$ cat config.mk
export PLATFORM = sky130hd
export DESIGN_NAME = sdl_host_flat
export DESIGN_NICKNAME = d
export VERILOG_FILES = /design/src/rtl/sdl_pkg.sv /design/src/rtl/sdl_link_if.sv /design/src/rtl/sdl_host.sv /design/src/flat_wrapper.sv
export SDC_FILE = /design/constraint.sdc
export NUM_CORES = 1
export LEC_CHECK = 0
export BUFFER_PORTS_ARGS = -buffer_cell sky130_fd_sc_hd__buf_2
export CORE_MARGIN = 2
export CORE_UTILIZATION = 56
export DETAILED_ROUTE_END_ITERATION = 7
export PLACE_DENSITY_LB_ADDON = 0.3
export SKIP_CTS_REPAIR_TIMING = 1
export SLEW_MARGIN = 0
export SYNTH_ARGS = -nofsm -noshare
export SYNTH_HDL_FRONTEND = slang
export SYNTH_SLANG_ARGS = --single-unit
$ cat constraint.sdc
create_clock -name sys_clk -period 2.15 [get_ports sys_clk]
set_input_delay 0.3225 -clock sys_clk [delete_from_list [all_inputs] [get_ports sys_clk]]
set_output_delay 0.3225 -clock sys_clk [all_outputs]
set_load 0.01 [all_outputs]
$ cat src/rtl/sdl_pkg.sv
/*
  Package for the serial DAC loader: frame layout and link timing constants.
  Assumes one system clock of 20 MHz on both ends of the link.
*/
// Summary of operation
// - Frame: four fill, ten code, two spare
// - Host sends two bytes, MSB first
// - Device samples data on rising clock, selected
// - Host moves select only while clock low
// - Sixteen-bit shift register, one step per rising edge
// - Select rising edge loads ten code bits
// - Deselected: nothing shifts, data ignored
// - Reset clears the DAC register to zero
// - Output lags input fifteen cycles plus half
// - Chain output changes on falling edges only
// - Chain output always driven, holds last bit
// - Host always sends the two spare bits
// - Straight binary code, output scales with code
// - Host idles clock low, data before rise
// - Host keeps clock low while deselected
// - Byte hosts send two bytes per select
// - Chains of any length via chain output
package sdl_pkg;
  localparam int FRAME_BITS = 16;
  localparam int FILL_BITS = 4;
  localparam int CODE_BITS = 10;
  localparam int SPARE_BITS = 2;
  localparam int BYTE_BITS = 8;
  localparam int CODE_LSB = SPARE_BITS;
  localparam int CODE_MSB = SPARE_BITS + CODE_BITS - 1;
  localparam int SYS_CLK_HZ = 20000000;
  localparam int LINK_HALF_NS = 1000;
  localparam int LINK_HALF_CYC = (LINK_HALF_NS * (SYS_CLK_HZ / 1000000)) / 1000;
  localparam int CNT_W = 8;
  localparam logic [CODE_BITS-1:0] CODE_RESET = 10'h000;
  localparam logic [FRAME_BITS-1:0] FRAME_RESET = 16'h0000;
  localparam logic [4:0] BITS_LAST = 5'h0f;
  localparam logic [CNT_W-1:0] HALF_LAST = CNT_W'(LINK_HALF_CYC - 1);
endpackage

$ cat src/rtl/sdl_link_if.sv
/*
  Three-wire link plus daisy-chain return between host and DAC ends.
  Assumes the testbench joins both ends through this interface.
*/
`timescale 1ns/100ps
`default_nettype none
interface sdl_link_if;
  logic serial_clock;
  logic chip_select_n;
  logic serial_data_in;
  logic serial_data_out;
  modport host (output serial_clock, output chip_select_n,
    output serial_data_in, input serial_data_out);
  modport dac (input serial_clock, input chip_select_n,
    input serial_data_in, output serial_data_out);
endinterface
`default_nettype wire

$ cat src/rtl/sdl_host.sv
/*
  Host end: sends one 16-bit frame as two bytes in one select period.
  Assumes a single request pulse per frame, taken only while idle.
*/
`timescale 1ns/100ps
`default_nettype none
module sdl_host
  import sdl_pkg::*;
(
  input wire logic sys_clk,
  input wire logic nrst,
  sdl_link_if.host link,
  input wire logic start,
  input wire logic [sdl_pkg::FRAME_BITS-1:0] frame,
  output logic busy,
  output logic [sdl_pkg::FRAME_BITS-1:0] echo
);
  import sdl_pkg::*;

  typedef enum logic [2:0] {
    ST_IDLE = 3'b000,
    ST_SETUP = 3'b001,
    ST_LOW = 3'b010,
    ST_HIGH = 3'b011,
    ST_HOLD = 3'b100
  } sdl_host_state_e;

  typedef struct packed {
    sdl_host_state_e state;
    logic [CNT_W-1:0] half;
    logic [4:0] bits;
    logic [FRAME_BITS-1:0] tx;
    logic [FRAME_BITS-1:0] rx;
    logic [1:0] dout_s;
    logic sck;
    logic csn;
    logic mosi;
  } sdl_host_s;

  sdl_host_s st;
  sdl_host_s next_st;
  logic half_done;

  assign half_done = (st.half == HALF_LAST);

  always_comb
  begin
    next_st = st;
    next_st.dout_s = {st.dout_s[0], link.serial_data_out};
    next_st.half = half_done ? '0 : st.half + 1'b1;
    unique case (st.state)
      ST_IDLE:
      begin
        next_st.half = '0;
        next_st.sck = 1'b0;
        if (start)
        begin
          // Both bytes go out in one select, MSB first.
          next_st.tx = frame;
          next_st.bits = '0;
          next_st.csn = 1'b0;
          next_st.mosi = frame[FRAME_BITS-1];
          next_st.state = ST_SETUP;
        end
      end
      ST_SETUP:
      begin
        if (half_done)
        begin
          next_st.sck = 1'b1;
          next_st.state = ST_HIGH;
        end
      end
      ST_HIGH:
      begin
        if (half_done)
        begin
          next_st.sck = 1'b0;
          next_st.rx = {st.rx[FRAME_BITS-2:0], st.dout_s[1]};
          next_st.tx = {st.tx[FRAME_BITS-2:0], 1'b0};
          next_st.mosi = st.tx[FRAME_BITS-2];
          next_st.state = (st.bits == BITS_LAST) ? ST_HOLD : ST_LOW;
          next_st.bits = st.bits + 1'b1;
        end
      end
      ST_LOW:
      begin
        if (half_done)
        begin
          next_st.sck = 1'b1;
          next_st.state = ST_HIGH;
        end
      end
      ST_HOLD:
      begin
        if (half_done)
        begin
          // Clock is already low, so the select may rise now.
          next_st.csn = 1'b1;
          next_st.state = ST_IDLE;
        end
      end
      default:
      begin
        // Unused state codes fall back to idle rather than hang the link.
        next_st.state = ST_IDLE;
      end
    endcase
  end

  always_ff @(posedge sys_clk or negedge nrst)
  begin
    if (!nrst)
    begin
      st <= '0;
      st.state <= ST_IDLE;
      st.csn <= 1'b1;
    end
    else
    begin
      st <= next_st;
    end
  end

  assign link.serial_clock = st.sck;
  assign link.chip_select_n = st.csn;
  assign link.serial_data_in = st.mosi;
  assign busy = (st.state != ST_IDLE);
  assign echo = st.rx;
endmodule // sdl_host
`default_nettype wire

$ cat src/flat_wrapper.sv
// flat-port wrapper written by rule: the top's interface ports become plain ports
module sdl_host_flat import sdl_pkg::*;
  (sys_clk, nrst, start, frame, busy, echo, link_serial_clock, link_chip_select_n, link_serial_data_in, link_serial_data_out);
  sdl_link_if link_i ();
  input wire logic sys_clk;
  input wire logic nrst;
  input wire logic start;
  input wire logic [sdl_pkg::FRAME_BITS-1:0] frame;
  output logic busy;
  output logic [sdl_pkg::FRAME_BITS-1:0] echo;
  output wire logic [$bits(link_i.serial_clock)-1:0] link_serial_clock;
  output wire logic [$bits(link_i.chip_select_n)-1:0] link_chip_select_n;
  output wire logic [$bits(link_i.serial_data_in)-1:0] link_serial_data_in;
  input wire logic [$bits(link_i.serial_data_out)-1:0] link_serial_data_out;
  assign link_serial_clock = link_i.serial_clock;
  assign link_chip_select_n = link_i.chip_select_n;
  assign link_serial_data_in = link_i.serial_data_in;
  assign link_i.serial_data_out = link_serial_data_out;
  sdl_host u_core (.sys_clk(sys_clk), .nrst(nrst), .link(link_i), .start(start), .frame(frame), .busy(busy), .echo(echo));
endmodule
; Word-level counts from Yosys, hierarchy flattened
; Index checks and enable logic that the tools add are counted.
[classes]
mux = 18
n_bitwise = 0
n_lt_le_gt_ge = 0
eq_ne = 10
shift = 0
n_mul = 0
add_sub_neg = 2
div = 0
n_reduce_logical = 11
[op_table]
columns = operator, n
row1 = case mux 21 bit (2 select lines), 1
row2 = two-way mux 37 bit, 1
row3 = two-way mux 21 bit, 1
row4 = two-way mux 8 bit, 2
row5 = two-way mux 3 bit, 5
row6 = case mux 3 bit (4 select lines), 1
row7 = AND reduction 3 bit, 3
row8 = "adder 8 x 1 -> 8 bit, second input constant", 1
row9 = "equality test 8 x 5 -> 1 bit, second input constant", 1
row10 = "equality test 3 x 2 -> 1 bit, second input constant", 2
row11 = "inequality test 2 x 1 -> 1 bit, second input constant", 3
row12 = nonzero test 3 bit, 2
row13 = "adder 5 x 1 -> 5 bit, second input constant", 1
row14 = "equality test 5 x 4 -> 1 bit, second input constant", 1
row15 = case mux 1 bit (2 select lines), 2
row16 = AND reduction 4 bit, 1
row17 = nonzero test 2 bit, 2
row18 = "equality test 3 x 1 -> 1 bit, second input constant", 1
row19 = "equality test 3 bit, second input constant", 1
row20 = logical NOT 3 bit, 1
row21 = two-way mux 1 bit, 3
row22 = case mux 1 bit (3 select lines), 1
row23 = two-way mux 2 bit, 1
row24 = "inequality test 2 bit, second input constant", 1
row25 = 2 further kinds, 2
[word_totals]
latch_bits = 0
output_inout_bits = 20
ram_bits = 0
in_bits = 20
n_memories = 0
regBits = 52
romBits = 0

; Longest topological paths before layout
; Gate-level depths: netlist of the first run.
[logic_depth]
ltp_word = 4
mapped_depth = 7
mapped_depth_nobuf = 5

; Worst setup path before layout of the first run
; Ideal clock, no wire load.
[synth_timing]
path_kind = register -> register
start = register u_core.st[42] in the netlist's numbering
end = register u_core.st[29] in the netlist's numbering
path_buffers = 2
slack_ns = 0.328
period_less_slack_ns = 1.822
stages_incl_launch_ff = 8
t_arrival_ns = 1.697
cell_sequence = dfrtp_1 > ha_1 > and4bb_2 > and3_1 > buf_2 > buf_6 > a22o_1 > mux2_4
[synth_via]
elab_chain_len = 3
[synth_rtl]
columns = item, line
row1 = from (decl), sdl_host.sv:40  ; sdl_host_s st;
row2 = from (signal assigned), sdl_host.sv:121  ; st <= next_st;
row3 = equality test 8 x 5 -> 1 bit, sdl_host.sv:44  ; assign half_done = (st.half == HALF_LAST);
row4 = inequality test 2 x 1 -> 1 bit (no source line), --
row5 = AND reduction 3 bit (no source line), --
; Every way passes these cells.
; A chain may end at the register's enable or synchronous reset.

; Worst setup path after layout of the first run
[layout_timing]
start = register u_core.st[42] in the netlist's numbering
end = register u_core.st[33] in the netlist's numbering
; The elaborated chain is that of the path after synthesis.

==> results.md, run 1 <==
* Crit path kind: flip-flop to flip-flop
* Mux contribution to synthesized area at around 15%
* Hold WC Path Type: primary input to async pin
* Post-DR wirelength/cell at 13.9 um
* Layout area overhead at 7.85%
* Vias at 1,539
* N_diodes at 0
* Main combinational cell family by area after synthesis: multiplexers
* Xor and xnor area share after synthesis at 2.80%
* Failing checks: hold timing
* Worst Path Arrival at 2060 ps
* Cts bufs inserted at 5
* Row count at 24
* Tot Pwr at ~0.0031 W
* Fin worst setup slack at 289 ps
* Cells along the critical path: ha_1 > and4bb_2 > and3_1 > buf_12 > a22o_1 > mux2_4
* Layout Skew at between 10 and 15 ps
* PD cells at 1160 nW/um^2
* Min cycle time layout at 1860 ps
* Worst-path clk slew at 100 ps
* CP top delay family: simple AND/OR/NAND/NOR gates
* Placed cell count at 271
* Post-Synth Simple-Gate Area at 10.5%
* Synth Cell Area at 2500 sq um
* Vias in the first global route at 1,450
* Crit-path max cell delay at 410 ps
* Initial antenna violation count at 0
* Most frequent cells in the layout: dfrtp_1 (51), buf_2 (39), mux2_2 (25), a22o_1 (14), nor2_1 (12)
* Leakage at 1.35 nW
* Ys Warns at 0
* Final setup vio count at 0
* Dpl ws at roughly 290 ps
* H-tree Lvls at 2
* Initial Utilization at between 50% and 60%
* Chip width at 70.8 um
* Clk_lat worst skew at 310 ps
* Mean Syn Cell Area at approximately 12 sq um
* Critical Path Source Type: flip-flop
* Hpwl dp at 2.67 mm
* Hold Slack at -8.06 ps
* Post-synthesis sequential area ratio at 52.1%
* Syn nets at roughly 230
* RSZ-0062 raised after global routing: no
* Total routed wirelength at 3.87 mm
* Commonest non-fill, non-tap cell in the layout: dfrtp_1
* TritonRoute pass-1 iters at 4
* Pin count of the biggest net entering global routing at 35
* Post-synth top area cell: dfrtp_1
* Core area at 4320 sq um
* Fill count at 362
* Buf+Inv Stages, Crit Path at 1
* CP Max Fanout at 34
* Critical path's slowest cell: dfrtp_1
* Adder-cell share of the synthesized area at 1.50%
* Clock Tree Root: clkbuf_8
* Slew Limit Fails at 0
* Met2 Use GR at between 20 and 25%
* I/O pin cnt at 40
* Slew @ Worst Pin at ~560 ps
* Global Route Usage Sum at 17.3%
* Peak VDD IR at 567 uV
* # port buffers at 39
* CP required at 2350 ps
* Final Cycle Share at 86.6%
* Final hold violation count at 16
* Met3 GRT Util at 3.99%
* Non-Filler Instances at 279
* Compound-Gate Fraction of Synth Area at 8.20%
* CTS Buffer Depth at 2
* Crit. End Element: flip-flop
* Final GP Congestion at 0.852
* Setup_tns at 0 ps
* Clock sink total at 52
* Synthesized netlist cell count at 203
* Slew headroom at between 60% and 70%
* Die ar. at approximately 5000 sq um
* # DRC at 0
* Post-synth top area share at 51.0%
* Nets at 249
* Top cells by area, synth: dfrtp_1 (51%), mux2_2 (11%), a22o_1 (4.9%), buf_4 (4.8%), mux2_4 (3.6%)
* DRT iter0 DRCs at 66
* Die Ht at 70.8 um
* Met1 Use GR at 26.4%
* Fmax at between 500 and 600 MHz
* CTS tree: done
* #FFs+latches synth at 52
* Remaining antenna violation count after routing at 0
* Global-route wire length before repair at 6.84 mm
* Max-Cap Viols at 0
* Busiest grt layer: met1
* Distinct cells, synth at 36
* Grt ovf at 0
* Share of cells above drive strength 1 at 39.6%
* Status: complete, but fails checks
* Drt via density at 5.52
[through the flow]
stage	utilization, %	hold WS [ps]	instance area (sq um)
floorplan	-	26.9	2500
global placement	60.2	334	2600
detailed placement	60.2	341	2600
CTS	62.4	5.89	2700
global route	62.4	36.7	2700
finish	62.4	-8.06	2700
[cells by family after synthesis]
| kind of cell | after synthesis |
|---|---|
| adder cells (fa/ha/maj) | 3 |
| flip-flops | 52 |
| XOR/XNOR | 8 |
| multiplexers | 32 |
| AO/OA/AOI/OAI | 28 |
| AND/OR/NAND/NOR | 46 |
| buffers and inverters | 34 |
[layer usage]
layer | vias to the layer above | part of all wire [%]
met5 | - | 0
met2 | 39 | 45
met3 | 6 | 5.0
met1 | 752 | 49
li1 | 742 | -
met4 | 0 | 1.3
[power breakdown]
part	switching, W	internal, W
clock network	0.000340	0.000238
registers	0.000215	0.00123
logic	0.000510	0.000590
[final timing paths]
| path | startpoint | endpoint | slack [ps] | cells past startpoint |
|---|---|---|---|---|
| hold / removal | nrst | u_core.st[41]$_DFFE_PN0P_ | -8 | 1 |
| min in group sys_clk | link_serial_data_out | u_core.next_st[4]$_DFF_PN0_ | 110 | 1 |
| hold reg to reg | u_core.next_st[4]$_DFF_PN0_ | u_core.st[4]$_DFF_PN0_ | 360 | 0 |
| setup reg to reg | u_core.st[42]$_DFF_PN0_ | u_core.st[33]$_DFFE_PN0P_ | 290 | 6 |
| max in group asynchronous | nrst | u_core.st[33]$_DFFE_PN0P_ | 1620 | 2 |
| setup / recovery | u_core.st[42]$_DFF_PN0_ | u_core.st[33]$_DFFE_PN0P_ | 290 | 6 |
[cell usage after synthesis (all sizes together)]
master,n
buf,25
and4bb,1
mux2i,1
o21ai,4
dfstp,1
a21oi,6
nor2,13
clkbuf,2
mux2,31
nor2b,1
inv,7
o32ai,1
and4,1
dfrtp,51
or2,1
nand3,3
a211oi,1
nand3b,1
a22o,14
ha,3
nand2,11
xor2,5
and3,3
nor3,5
xnor2,3
nand4,3
o22ai,2
and2,2
and3b,1
[registers in the layout, indices dropped and copies added, names as in the netlist]
name and flops:
u_core.st 32, u_core.echo 16, u_core.link.chip_select_n 1, u_core.link.serial_clock 1, u_core.link.serial_data_in 1, u_core.next_st 1
[area by class of cell]
type	count	area [sq um]	share of cell area, %
Tap cell	52	65.1	2.41
Inverter	7	26.3	0.974
Sequential cell	52	1300	48.3
Multi-Input combinational cell	117	960	35.6
Clock inverter	3	25.0	0.928
Clock buffer	5	68.8	2.55
Timing Repair Buffer	43	250	9.28
(Power assumes the default switching activity.)
==> run 2, diff against run 1 <==
--- a/config.mk
+++ b/config.mk
@@ -7,9 +7,8 @@
 export LEC_CHECK = 0
 export BUFFER_PORTS_ARGS = -buffer_cell sky130_fd_sc_hd__buf_2
 export CORE_MARGIN = 2
-export CORE_UTILIZATION = 56
+export CORE_UTILIZATION = 35
 export DETAILED_ROUTE_END_ITERATION = 7
-export PLACE_DENSITY_LB_ADDON = 0.3
 export SKIP_CTS_REPAIR_TIMING = 1
 export SLEW_MARGIN = 0
 export SYNTH_ARGS = -nofsm -noshare
==> results.md, run 2 (synthesis results as in run 1) <==
* Status: complete, but fails checks
* Failing checks: hold timing
* Fill count at 695
* Worst reg-to-reg setup slack at 280 ps
* Worst-path clk slew at approximately 90 ps
* Global Route Usage Sum at around an eighth
* Clock Tree Root: clkbuf_8
* Met2 Use GR at about a fifth
* Grt ovf at 0
* P_int at 0.00208 W
* Crit-path max cell delay at 390 ps
* CTS tree: done
* Core area at 6870 sq um
* Buf+Inv Stages, Crit Path at 0
* Remaining antenna violation count after routing at 0
* Critical path's slowest cell: dfrtp_1
* Clk network pwr share at 19.0%
* CP top delay family: simple AND/OR/NAND/NOR gates
* Met1 Use GR at between 15 and 20%
* Biggest register: u_core.st
* Peak VDD IR at ~800 uV
* # port buffers at 39
* Slew @ Worst Pin at 558 ps
* Max-Cap Viols at 0
* CP required at 2350 ps
* Commonest non-fill, non-tap cell in the layout: dfrtp_1
* Sequential fraction of design power at 45.9%
* Min cycle time layout at 1870 ps
* Pin count of the biggest net entering global routing at 35
* Area of the multi-input gates at between 900 and 1000 sq um
* Slew Limit Fails at 0
* Busiest grt layer: met2
* I/O pin cnt at 40
* Final GP Congestion at about 0.72
* DRT iter0 DRCs at 34
* Combinational power share at 35.2%
* Tot Pwr at ~0.0031 W
* Row count at 30
* Met3 GRT Util at slightly below 4%
* Clk_lat worst skew at 310 ps
* RSZ-0062 raised after global routing: no
* Chip width at 88.5 um
* Stages on the worst setup path at 5
* Most frequent cells in the layout: dfrtp_1 (51), buf_2 (39), mux2_2 (25), a22o_1 (14), nor2_1 (12)
* Sw frac at 33.5%
* Nets at 250
* Hpwl dp at 2.82 mm
* Cts bufs inserted at 5
* Vias at 1,512
* Final Cycle Share at 87.1%
* Setup_tns at 0 ps
* Layout Skew at 4.43 ps
* Register Area at 1300 sq um
* Switching power at 0.00105 W
* Post-DR wirelength/cell at 12.8 um
* Total routed wirelength at 4.13 mm
* CP Max Fanout at 19
* Crit. End Element: flip-flop
* Drt via density at 4.67
* Leakage at 1.34 nW
* Core Util, Final at 40.1%
* Initial Utilization at 36.4%
* Slew headroom at 62.8%
* Critical Path Source Type: flip-flop
* H-tree Lvls at 2
* Final setup vio count at 0
* Share of cells above drive strength 1 at 39.9%
* Final hold violation count at 23
* Worst Path Arrival at about 2100 ps
* Die ar. at approximately 7800 sq um
* CTS Buffer Depth at 2
* Max reg flops at 32
* Layout area overhead at 10.0%
* R2R cell count at 5
* PD cells at 1140 nW/um^2
* Global-route wire length before repair at 7.18 mm
* Fmax at 534 MHz
* Initial antenna violation count at 0
* Die Ht at ~89 um
* Hold Slack at -9.84 ps
* Vias in the first global route at 1,530
* Cells along the critical path: ha_1 > and4bb_2 > a21oi_2 > nor2_8 > mux2_2
* Clock sink total at 52
* TritonRoute pass-1 iters at 4
* N_diodes at 0
* Crit path kind: flip-flop to flip-flop
* # DRC at 0
* Hold WC Path Type: primary input to async pin
-- run 2: final timing paths --
check                                            startpoint                               endpoint
worst max register to register      u_core.st[42]$_DFF_PN0_              u_core.st[28]$_DFFE_PN0P_
worst min register to register  u_core.next_st[4]$_DFF_PN0_                 u_core.st[4]$_DFF_PN0_
min in group sys_clk                   link_serial_data_out            u_core.next_st[4]$_DFF_PN0_
max in group asynchronous                              nrst  u_core.link.chip_select_n$_DFFE_PN1P_
worst max-delay path                u_core.st[42]$_DFF_PN0_              u_core.st[28]$_DFFE_PN0P_
worst min-delay path                                   nrst             u_core.echo[8]$_DFFE_PN0P_
-- run 2: final cells by class --
type / instances / share of cell area, %
Clock inverter: 2 / 0.546
Multi-Input combinational cell: 117 / 34.9
Sequential cell: 52 / 47.3
Inverter: 7 / 0.955
Clock buffer: 6 / 3.00
Timing Repair Buffer: 44 / 8.91
Tap cell: 96 / 4.37
-- run 2: per-layer routing --
| metal | part of all wire, % | up-vias |
|---|---|---|
| met3 | 4.8 | 5 |
| met1 | 49 | 738 |
| met5 | 0 | - |
| met2 | 45 | 33 |
| met4 | 1.1 | 0 |
| li1 | - | 736 |
-- run 2: metrics by stage --
| step | hold WS, ps | setup slack (ps) | std cells | cell area [sq um] |
|---|---|---|---|---|
| 6_report | -9.84 | 277 | 324 | 2750 |
| 5_1_grt | 34.6 | 197 | 324 | 2750 |
| 4_1_cts | 13.0 | 275 | 324 | 2750 |
| 3_5_place_dp | 339 | 287 | 316 | 2650 |
| 3_3_place_gp | 339 | 305 | 316 | 2650 |
| 2_1_floorplan | 26.9 | 328 | 203 | 2500 |
-- run 2: power groups by stage --
| stage | sequential [W] | clock [W] | combinational, W |
|---|---|---|---|
| global route | 0.00148 | 0.000655 | 0.00122 |
| floorplan | 0.00138 | 0 | 0.00102 |
| CTS | 0.00144 | 0.000620 | 0.00112 |
| global placement | 0.00145 | 0 | 0.00109 |
| detailed placement | 0.00145 | 0 | 0.00112 |
| finish | 0.00144 | 0.000594 | 0.00110 |
